**src/core/arm_consts.svh**
```systemverilog
`ifndef ARM_CONSTS_SVH
`define ARM_CONSTS_SVH

// ****************************************
// widths
// ****************************************
`define ARM_PRI_AW      40
`define ARM_SEC_AW      32
`define ARM_IO_AW       25
`define ARM_BUS_AW      8
`define ARM_REG_NUM     18
`define ARM_IO_SIZE_W   5
`define ARM_WIN_LOW_0   8'h00
`define ARM_WIN_LOW_1   8'hFF

// ****************************************
// register byte offsets
// ****************************************
`define ARM_OFF_CTRL         8'h00
`define ARM_OFF_STATUS       8'h04
`define ARM_OFF_IO_BASE      8'h08
`define ARM_OFF_IO_LIMIT     8'h0C
`define ARM_OFF_IO_SIZE      8'h10
`define ARM_OFF_NP_PRI_BASE  8'h14
`define ARM_OFF_NP_PRI_LIMIT 8'h18
`define ARM_OFF_NP_SEC_BASE  8'h1C
`define ARM_OFF_PF_PRI_BASE  8'h20
`define ARM_OFF_PF_PRI_LIMIT 8'h24
`define ARM_OFF_PF_SEC_BASE  8'h28
`define ARM_OFF_DMA0_SEC_BASE  8'h2C
`define ARM_OFF_DMA0_SEC_LIMIT 8'h30
`define ARM_OFF_DMA0_PRI_BASE  8'h34
`define ARM_OFF_DMA1_SEC_BASE  8'h38
`define ARM_OFF_DMA1_SEC_LIMIT 8'h3C
`define ARM_OFF_DMA1_PRI_BASE  8'h40

// ****************************************
// control fields, reset values, responses
// ****************************************
`define ARM_CTRL_EN       0
`define ARM_CTRL_NP_EN    1
`define ARM_CTRL_PF_EN    2
`define ARM_CTRL_IO_EN    3
`define ARM_CTRL_DMA0_EN  4
`define ARM_CTRL_DMA1_EN  5
`define ARM_CTRL_LEG_DISP 6
`define ARM_CTRL_LEG_BUS  7
`define ARM_REG_RST       32'h0000_0000
`define ARM_RESP_OKAY     2'h0
`define ARM_RESP_SLVERR   2'h2

`endif

```
**src/core/arm_pkg.sv**
```systemverilog
`default_nettype none
package arm_pkg;
  typedef logic [31:0] arm_word_t;
  typedef logic [39:0] arm_pri_addr_t;
  typedef logic [31:0] arm_sec_addr_t;

  function automatic logic [4:0] arm_idx_f(input logic [7:0] off);
    arm_idx_f = off[6:2];
  endfunction
endpackage
`default_nettype wire

```
**src/core/arm_cfg_if.sv**
```systemverilog
`default_nettype none
interface arm_cfg_if;
  arm_pkg::arm_word_t word [0:17];
  arm_pkg::arm_word_t status;
  modport regs (output word, input status);
  modport core (input word, output status);
endinterface
`default_nettype wire

```
**src/core/arm_remap.sv**
```systemverilog
// Summary of operation
// - downstream I/O cycles drop the programmed number of upper address bits
// - claim downstream memory only inside primary window base and limit
// - non-prefetchable offset is primary base minus secondary base, subtracted
// - prefetchable offset likewise, subtracted from the primary address
// - secondary window tops are primary limits minus matching offsets
// - never claim secondary cycles inside shifted secondary windows
// - DMA window bounded by secondary base/limit, offset primary minus secondary
// - upstream cycles inside a DMA window gain that window's offset
// - upstream cycles outside all windows pass with address unchanged
//
// Decided for this implementation: the AXI4-Lite slave port and the register addresses.
`include "arm_consts.svh"
`default_nettype none
module arm_remap (
  // clock and reset
  input  wire logic                   clock,
  input  wire logic                   reset_n,
  // register bus
  input  wire logic [`ARM_BUS_AW-1:0] awaddr,
  input  wire logic                   awvalid,
  output wire logic                   awready,
  input  wire logic [31:0]            wdata,
  input  wire logic [3:0]             wstrb,
  input  wire logic                   wvalid,
  output wire logic                   wready,
  output wire logic [1:0]             bresp,
  output wire logic                   bvalid,
  input  wire logic                   bready,
  input  wire logic [`ARM_BUS_AW-1:0] araddr,
  input  wire logic                   arvalid,
  output wire logic                   arready,
  output wire logic [31:0]            rdata,
  output wire logic [1:0]             rresp,
  output wire logic                   rvalid,
  input  wire logic                   rready,
  // downstream cycles from the primary link
  input  wire logic                   dnValid,
  input  wire logic                   dnIo,
  input  wire arm_pkg::arm_pri_addr_t dnAddr,
  output logic                        dnFwdValid,
  output logic                        dnFwdIo,
  output logic                        dnFwdPf,
  output arm_pkg::arm_sec_addr_t      dnFwdAddr,
  output logic                        dnMiss,
  // upstream memory cycles from the secondary bus
  input  wire logic                   upValid,
  input  wire arm_pkg::arm_sec_addr_t upAddr,
  output logic                        upFwdValid,
  output logic                        upDmaHit,
  output arm_pkg::arm_pri_addr_t      upFwdAddr,
  output logic                        upRefused
);
  arm_cfg_if cfg ();

  arm_axil_regs regs (
    .clock   (clock),
    .reset_n (reset_n),
    .awaddr  (awaddr),
    .awvalid (awvalid),
    .awready (awready),
    .wdata   (wdata),
    .wstrb   (wstrb),
    .wvalid  (wvalid),
    .wready  (wready),
    .bresp   (bresp),
    .bvalid  (bvalid),
    .bready  (bready),
    .araddr  (araddr),
    .arvalid (arvalid),
    .arready (arready),
    .rdata   (rdata),
    .rresp   (rresp),
    .rvalid  (rvalid),
    .rready  (rready),
    .cfg     (cfg)
  );

  function automatic logic inRange(input arm_pkg::arm_pri_addr_t a, input arm_pkg::arm_pri_addr_t lo,
                                   input arm_pkg::arm_pri_addr_t hi);
    inRange = (a >= lo) && (a <= hi);
  endfunction

  // window registers hold address bits 39:8, so windows have 256-byte grain
  function automatic arm_pkg::arm_pri_addr_t winAddr(input logic [7:0] off, input logic [7:0] low);
    winAddr = {cfg.word[arm_pkg::arm_idx_f(off)], low};
  endfunction

  // ****************************************
  // window decode
  // ****************************************
  arm_pkg::arm_word_t     ctrl;
  logic                   enNp;
  logic                   enPf;
  logic                   enIo;
  logic [1:0]             enDma;
  arm_pkg::arm_pri_addr_t npPriBase;
  arm_pkg::arm_pri_addr_t npPriLimit;
  arm_pkg::arm_pri_addr_t npSecBase;
  arm_pkg::arm_pri_addr_t pfPriBase;
  arm_pkg::arm_pri_addr_t pfPriLimit;
  arm_pkg::arm_pri_addr_t pfSecBase;
  arm_pkg::arm_pri_addr_t np_window_offset;
  arm_pkg::arm_pri_addr_t pf_window_offset;
  arm_pkg::arm_pri_addr_t sec_np_top;
  arm_pkg::arm_pri_addr_t sec_pf_top;
  arm_pkg::arm_pri_addr_t dma_sec_base [2];
  arm_pkg::arm_pri_addr_t dma_sec_limit [2];
  arm_pkg::arm_pri_addr_t dma_pri_base [2];
  arm_pkg::arm_pri_addr_t dma_window_offset [2];

  assign ctrl       = cfg.word[arm_pkg::arm_idx_f(`ARM_OFF_CTRL)];
  assign enNp       = ctrl[`ARM_CTRL_EN] && ctrl[`ARM_CTRL_NP_EN];
  assign enPf       = ctrl[`ARM_CTRL_EN] && ctrl[`ARM_CTRL_PF_EN];
  assign enIo       = ctrl[`ARM_CTRL_EN] && ctrl[`ARM_CTRL_IO_EN];
  assign enDma      = {2{ctrl[`ARM_CTRL_EN]}} & {ctrl[`ARM_CTRL_DMA1_EN], ctrl[`ARM_CTRL_DMA0_EN]};
  assign npPriBase  = winAddr(`ARM_OFF_NP_PRI_BASE, `ARM_WIN_LOW_0);
  assign npPriLimit = winAddr(`ARM_OFF_NP_PRI_LIMIT, `ARM_WIN_LOW_1);
  assign npSecBase  = winAddr(`ARM_OFF_NP_SEC_BASE, `ARM_WIN_LOW_0);
  assign pfPriBase  = winAddr(`ARM_OFF_PF_PRI_BASE, `ARM_WIN_LOW_0);
  assign pfPriLimit = winAddr(`ARM_OFF_PF_PRI_LIMIT, `ARM_WIN_LOW_1);
  assign pfSecBase  = winAddr(`ARM_OFF_PF_SEC_BASE, `ARM_WIN_LOW_0);
  // full 40-bit arithmetic, wrap is intended
  assign np_window_offset = npPriBase - npSecBase;
  assign pf_window_offset = pfPriBase - pfSecBase;
  assign sec_np_top       = npPriLimit - np_window_offset;
  assign sec_pf_top       = pfPriLimit - pf_window_offset;

  assign dma_sec_base[0]  = winAddr(`ARM_OFF_DMA0_SEC_BASE, `ARM_WIN_LOW_0);
  assign dma_sec_limit[0] = winAddr(`ARM_OFF_DMA0_SEC_LIMIT, `ARM_WIN_LOW_1);
  assign dma_pri_base[0]  = winAddr(`ARM_OFF_DMA0_PRI_BASE, `ARM_WIN_LOW_0);
  assign dma_sec_base[1]  = winAddr(`ARM_OFF_DMA1_SEC_BASE, `ARM_WIN_LOW_0);
  assign dma_sec_limit[1] = winAddr(`ARM_OFF_DMA1_SEC_LIMIT, `ARM_WIN_LOW_1);
  assign dma_pri_base[1]  = winAddr(`ARM_OFF_DMA1_PRI_BASE, `ARM_WIN_LOW_0);
  assign dma_window_offset[0] = dma_pri_base[0] - dma_sec_base[0];
  assign dma_window_offset[1] = dma_pri_base[1] - dma_sec_base[1];

  // ****************************************
  // downstream path
  // ****************************************
  arm_pkg::arm_pri_addr_t ioBase;
  arm_pkg::arm_pri_addr_t ioLimit;
  logic [`ARM_IO_SIZE_W-1:0] ioSize;
  logic [`ARM_IO_AW-1:0]  ioMask;
  logic                   ioHit;
  logic                   npHit;
  logic                   pfHit;
  arm_pkg::arm_pri_addr_t memSecAddr;
  arm_pkg::arm_sec_addr_t dnNext;

  assign ioBase     = {15'h0000, cfg.word[arm_pkg::arm_idx_f(`ARM_OFF_IO_BASE)][`ARM_IO_AW-1:0]};
  assign ioLimit    = {15'h0000, cfg.word[arm_pkg::arm_idx_f(`ARM_OFF_IO_LIMIT)][`ARM_IO_AW-1:0]};
  assign ioSize     = cfg.word[arm_pkg::arm_idx_f(`ARM_OFF_IO_SIZE)][`ARM_IO_SIZE_W-1:0];
  assign ioMask     = {`ARM_IO_AW{1'b1}} >> ioSize;
  assign ioHit      = enIo && dnIo && inRange(dnAddr, ioBase, ioLimit);
  assign npHit      = enNp && !dnIo && inRange(dnAddr, npPriBase, npPriLimit);
  assign pfHit      = enPf && !dnIo && !npHit && inRange(dnAddr, pfPriBase, pfPriLimit);
  assign memSecAddr = dnAddr - (npHit ? np_window_offset : pf_window_offset);
  // I/O window keeps only the low bits the secondary bus decodes
  assign dnNext     = ioHit ? {7'h00, dnAddr[`ARM_IO_AW-1:0] & ioMask} : memSecAddr[31:0];

  always_ff @(posedge clock or negedge reset_n)
  begin
    if (!reset_n)
    begin
      dnFwdValid <= 1'b0;
      dnFwdIo    <= 1'b0;
      dnFwdPf    <= 1'b0;
      dnFwdAddr  <= 32'h0000_0000;
      dnMiss     <= 1'b0;
    end
    else
    begin
      dnFwdValid <= dnValid && (ioHit || npHit || pfHit);
      dnFwdIo    <= ioHit;
      dnFwdPf    <= pfHit;
      dnFwdAddr  <= dnNext;
      dnMiss     <= dnValid && !(ioHit || npHit || pfHit);
    end
  end

  // ****************************************
  // upstream path
  // ****************************************
  arm_pkg::arm_pri_addr_t upExt;
  logic                   inSecWin;
  logic [1:0]             dmaHit;
  arm_pkg::arm_pri_addr_t upNext;

  assign upExt    = {8'h00, upAddr};
  assign inSecWin = (enNp && inRange(upExt, npSecBase, sec_np_top)) ||
                    (enPf && inRange(upExt, pfSecBase, sec_pf_top));
  assign dmaHit[0] = enDma[0] && inRange(upExt, dma_sec_base[0], dma_sec_limit[0]);
  assign dmaHit[1] = enDma[1] && inRange(upExt, dma_sec_base[1], dma_sec_limit[1]);
  // window 0 wins if software lets the two overlap
  assign upNext = dmaHit[0] ? upExt + dma_window_offset[0] :
                  dmaHit[1] ? upExt + dma_window_offset[1] : upExt;

  always_ff @(posedge clock or negedge reset_n)
  begin
    if (!reset_n)
    begin
      upFwdValid <= 1'b0;
      upDmaHit   <= 1'b0;
      upFwdAddr  <= 40'h00_0000_0000;
      upRefused  <= 1'b0;
    end
    else
    begin
      upFwdValid <= upValid && !inSecWin;
      upDmaHit   <= |dmaHit;
      upFwdAddr  <= upNext;
      upRefused  <= upValid && inSecWin;
    end
  end

  // legacy decode bits are only stored and ORed into status bit 6; software keeps them clear
  assign cfg.status = {25'h000_0000, ctrl[`ARM_CTRL_LEG_BUS] | ctrl[`ARM_CTRL_LEG_DISP],
                       upDmaHit, upRefused, upFwdValid, dnFwdPf, dnMiss, dnFwdValid};
endmodule
`default_nettype wire

```
**src/core/arm_axil_regs.sv**
```systemverilog
`include "arm_consts.svh"
`default_nettype none
module arm_axil_regs (
  // clock and reset
  input  wire logic                     clock,
  input  wire logic                     reset_n,
  // write channels
  input  wire logic [`ARM_BUS_AW-1:0]   awaddr,
  input  wire logic                     awvalid,
  output logic                          awready,
  input  wire logic [31:0]              wdata,
  input  wire logic [3:0]               wstrb,
  input  wire logic                     wvalid,
  output logic                          wready,
  output logic [1:0]                    bresp,
  output logic                          bvalid,
  input  wire logic                     bready,
  // read channels
  input  wire logic [`ARM_BUS_AW-1:0]   araddr,
  input  wire logic                     arvalid,
  output logic                          arready,
  output logic [31:0]                   rdata,
  output logic [1:0]                    rresp,
  output logic                          rvalid,
  input  wire logic                     rready,
  // configuration to the core
  arm_cfg_if.regs                       cfg
);
  logic [`ARM_BUS_AW-1:0] awAddr_reg;
  logic [31:0]            wData_reg;
  logic [3:0]             wStrb_reg;
  logic [4:0]             wIdx;
  logic [4:0]             rIdx;
  logic                   wMapped;
  logic                   wWritable;
  logic                   rMapped;
  logic                   doWrite;
  arm_pkg::arm_word_t     rWord;

  // ****************************************
  // decode
  // ****************************************
  assign wIdx      = arm_pkg::arm_idx_f(awAddr_reg);
  assign rIdx      = arm_pkg::arm_idx_f(araddr);
  assign wMapped   = (awAddr_reg[7] == 1'b0) && (wIdx < 5'(`ARM_REG_NUM));
  assign wWritable = wMapped && (wIdx != arm_pkg::arm_idx_f(`ARM_OFF_STATUS));
  assign rMapped   = (araddr[7] == 1'b0) && (rIdx < 5'(`ARM_REG_NUM));
  assign rWord     = (rIdx == arm_pkg::arm_idx_f(`ARM_OFF_STATUS)) ? cfg.status : cfg.word[rIdx];
  assign doWrite   = !awready && !wready && !bvalid;

  // ****************************************
  // write path: address and data in either order
  // ****************************************
  always_ff @(posedge clock or negedge reset_n)
  begin
    if (!reset_n)
    begin
      awready    <= 1'b1;
      wready     <= 1'b1;
      bvalid     <= 1'b0;
      bresp      <= `ARM_RESP_OKAY;
      awAddr_reg <= 8'h00;
      wData_reg  <= 32'h0000_0000;
      wStrb_reg  <= 4'h0;
    end
    else
    begin
      if (awvalid && awready)
      begin
        awAddr_reg <= awaddr;
        awready    <= 1'b0;
      end
      if (wvalid && wready)
      begin
        wData_reg <= wdata;
        wStrb_reg <= wstrb;
        wready    <= 1'b0;
      end
      if (doWrite)
      begin
        bvalid <= 1'b1;
        bresp  <= wMapped ? `ARM_RESP_OKAY : `ARM_RESP_SLVERR;
      end
      if (bvalid && bready)
      begin
        bvalid  <= 1'b0;
        awready <= 1'b1;
        wready  <= 1'b1;
      end
    end
  end

  // status slot is read-only; writes to it are dropped with OKAY
  always_ff @(posedge clock or negedge reset_n)
  begin
    if (!reset_n)
    begin
      for (int i = 0; i < `ARM_REG_NUM; i++)
      begin
        cfg.word[i] <= `ARM_REG_RST;
      end
    end
    else if (doWrite && wWritable)
    begin
      for (int b = 0; b < 4; b++)
      begin
        if (wStrb_reg[b])
        begin
          cfg.word[wIdx][b*8 +: 8] <= wData_reg[b*8 +: 8];
        end
      end
    end
  end

  // ****************************************
  // read path: one cycle after the address
  // ****************************************
  always_ff @(posedge clock or negedge reset_n)
  begin
    if (!reset_n)
    begin
      arready <= 1'b1;
      rvalid  <= 1'b0;
      rdata   <= 32'h0000_0000;
      rresp   <= `ARM_RESP_OKAY;
    end
    else if (arvalid && arready)
    begin
      arready <= 1'b0;
      rvalid  <= 1'b1;
      rdata   <= rMapped ? rWord : 32'h0000_0000;
      rresp   <= rMapped ? `ARM_RESP_OKAY : `ARM_RESP_SLVERR;
    end
    else if (rvalid && rready)
    begin
      rvalid  <= 1'b0;
      arready <= 1'b1;
    end
  end
endmodule
`default_nettype wire

```
**config.mk**
```make
export PLATFORM = sky130hd
export DESIGN_NAME = arm_remap
export DESIGN_NICKNAME = d
export VERILOG_FILES = /design/src/core/arm_pkg.sv /design/src/core/arm_cfg_if.sv /design/src/core/arm_remap.sv /design/src/core/arm_axil_regs.sv
export VERILOG_INCLUDE_DIRS = /design/src /design/src/core
export SDC_FILE = /design/constraint.sdc
export NUM_CORES = 2
export LEC_CHECK = 0
export BUFFER_PORTS_ARGS = -buffer_cell sky130_fd_sc_hd__buf_2
export CORE_MARGIN = 5
export CORE_UTILIZATION = 57
export DETAILED_ROUTE_END_ITERATION = 8
export PLACE_DENSITY = 0.78
export SETUP_SLACK_MARGIN = 0.15
export SKIP_CTS_REPAIR_TIMING = 1
export SYNTH_ARGS = -nofsm -noshare
export SYNTH_HDL_FRONTEND = slang
export SYNTH_SLANG_ARGS = --single-unit
```
**constraint.sdc**
```tcl
create_clock -name clock -period 6.5 [get_ports clock]
set_clock_uncertainty 0.1 [all_clocks]
set_input_delay 0.975 -clock clock [delete_from_list [all_inputs] [get_ports clock]]
set_output_delay 0.975 -clock clock [all_outputs]
set_load 0.1 [all_outputs]
```
==> metrics.md <==
| Metric | Value |
|---|---|
| Status | finished with violations |
| Failing checks | negative setup slack |
| Routed WL per cell | 26.5 um |
| Largest regs | regs.cfg.word: 576 flops, upFwdAddr: 40 flops |
| Max Cap Violations | 0 |
| Post-Syn Instances | between 5000 and 6000 |
| Critical Path Max Stage Delay | 0.50 ns |
| Pins over their slew limit | 0 |
| Synth Flop Type | dfrtp_1 |
| # IOs | about 250 |
| Sink count of the clock tree | 736 |
| Setup crit start | regs.cfg.word[384] |
| First-pass GRT wire length | 279 mm |
| Area leader, netlist | dfrtp_1 |
| Worst EP required | 7.02 ns |
| DR vias/cell | 6.33 |
| Routed vias | ~45000 |
| Die height | 318 um |
| Layout cells sized above 1 | 0.270 |
| Number of global-route vias before repair | 44600 |
| Fin crit share | 1.14 |
| H-tree Lvls | 3 |
| Clock tree buffer depth | 3 |
| Die ar. | ~100000 um2 |
| Total wire length | between 150 and 200 mm |
| Commonest cells in the netlist | dfrtp_1 (733), mux2_2 (607), ha_1 (606) |
| Fin crit period | 7.42 ns |
| Synth area leaders | dfrtp_1 (34%), ha_1 (14%), mux2_2 (13%) |
| CP Max Fanout | 3 |
| Synth Area in XOR/XNOR | 0.0311 |
| EDFF count, synth | 0 |
| Tot GR Track Use | 0.362 |
| Seq/Total Area, Yosys | 0.341 |
| Worst Setup Slack, final | -0.919 ns |
| Most used cell, CP | a21o_1 |
| Max-slew headroom | 0.190 |
| Top-area cell type share of the netlist area | 0.339 |
| Simple-gate share of the synthesized area | 0.0806 |
| DR pass1 iterations | 6 |
| Clk_lat worst skew | 0.69 ns |
| Clk Tree Root Cell | clkbuf_16 |
| Ys Warns | 0 |
| CTS tree | built |
| Synth Area in Adders | 0.160 |
| CP max stage cell | or4b_1 |
| Setup-failing EPs final | 2 |
| Mapped cell area | roughly 54000 um2 |
| Syn Area/Cell | 10.4 um2 |
| Fraction of registers with async set/reset | 1.00 |
| Endpoint class of the critical path | flop |
| R2r setup slk | -0.92 ns |
| Initial Util | 0.572 |
| Slew @ Worst Pin | 1.21 ns |
| Unrepaired setup endpoints after global routing | yes |
| Initial antenna violation count | 4 |
| Reg2Reg Capture Point | upFwdValid |
| CP Data Arrival Time | 7.94 ns |
| Initial DRC count | 4217 |
| Worst R2R Start | regs.cfg.word[384] |
| R2R cell count | 33 |
| Hold crit path type | in2async |
| Fmax | 135 MHz |
| DRC | 0 |
| Die Width | 318 um |
| Setup CP Type | reg2reg |
| Number of I/O port buffers | 247 |
| Largest net degree at the start of global routing | 167 |
| CP top delay family | compound AO/OA/AOI/OAI gates |
| DRT antenna net count | 0 |
| Unique masters post-synth | between 80 and 90 |
| Area grow syn2layout | 15.3% |
| Final nets | 6577 |
| # rows | approximately 110 |
| Seq cells post-synth | 736 |
| Top reg by flops | regs.cfg.word |
| Num CTS Buffers | 85 |
| Final hold vios | 0 |
| Compound-Gate Fraction of Synth Area | 0.131 |
| Bufs and invs on worst path | 3 |
| HPWL Detailed | 149 mm |
| Reg clk slew, reported paths | 0.06 ns |
| Largest family of logic cells by synthesized area | multiplexers |
| Mux cell area share after synthesis | 0.203 |
| Core Region | 94600 um2 |
| Critical path startpoint category | flop |
| Core Util, Final | 0.659 |
| Largest register FFs | 576 |
| Count leader, synth | dfrtp_1 |
| Final GP Congestion | 1.03 |
| GR Overflow Total | 0 |
## worst max-delay path by stage
stage                 endpoint  depth (start not counted)  slack, ns
finish              upFwdValid                         33      -0.92
global route        upFwdValid                         34      -1.25
CTS                 upFwdValid                         33      -0.95
detailed placement  upFwdValid                         33      -0.86
global placement    upFwdValid                         34      -0.79
floorplan           upFwdValid                         34      -0.34
## stage by stage
| stage | hold WS [ns] | area (um2) | TNS, ns | instances | setup slack (ns) |
|---|---|---|---|---|---|
| after floorplan | 0.324 | 54100 | -0.660 | 5224 | -0.340 |
| after global placement | 0.260 | 59400 | -1.83 | 6957 | -0.790 |
| after detailed placement | 0.264 | 59400 | -2.02 | 6957 | -0.859 |
| after CTS | 0.277 | 62300 | -1.88 | 7111 | -0.947 |
| after global routing | 0.281 | 62300 | -2.49 | 7117 | -1.25 |
| final | 0.266 | 62400 | -1.82 | 7121 | -0.919 |
## area by class of cell
| cell class | instances | area [um2] |
|---|---|---|
| clock inverters | 37 | 445 |
| clock buffers | 117 | 2420 |
| well taps | 1265 | 1580 |
| flip-flops and latches | 736 | 18400 |
| diodes | 5 | 12.5 |
| repair buffers | 648 | 4390 |
| multi-input cells | 3713 | 32800 |
| inverters | 600 | 2250 |
| fillers | 7337 | 32200 |
## cell usage in the layout (no fill, tap or decap), types with 10 or more instances in the layout
cell       synthesis  final
o31ai_1           24     24
nand2_1          248    246
clkbuf_8           0     17
and2_1            12     12
ha_1             606    605
nand4_1          101    101
buf_4              2    392
fa_1              53     52
o21bai_1          42     42
nor2_1           187    186
xnor2_1          111    111
o22ai_1           23     23
xor2_1            81     81
o21a_1            46     46
mux2i_1          116    116
buf_12             0     10
a21oi_1          341    338
nor2b_1           45     45
o21ai_0          249    245
a21o_1           185    185
mux4_2           132    132
dfrtp_1          733    733
a211oi_1          27     26
clkbuf_1         140     15
o211ai_1          18     18
nor4_1            33     32
a21boi_0          11     11
clkbuf_16          0     85
or3_1             19     18
o2111ai_1         15     15
nor3_1            65     64
buf_2              8    244
mux2_2           607    607
clkinv_2           0     11
nand2b_1          47     47
nand3_1           71     71
a31oi_1           24     24
inv_1            599    598
and3_1            18     18
## metal layers
metal  up-vias  GRT usage  wire length (um)
met1     22200      0.462             72800
met2      2164      0.565             84500
met4         0      0.234             15200
li1      20000          -                 -
met5         -          0                 0
met3       633     0.0728             15900
## cells by family after synthesis
| group | after synthesis |
|---|---|
| muxes | 855 |
| and+or+nand+nor | 886 |
| other | 1 |
| buffers and inverters | 775 |
| adders and majority gates | 659 |
| AOI/OAI and AO/OA | 1119 |
| DFF | 736 |
| xor gates and xnor gates | 192 |
Power is left out: the tool's default activity adds up to more than one toggle a clock period on the data nets, which glitch-free logic cannot reach.
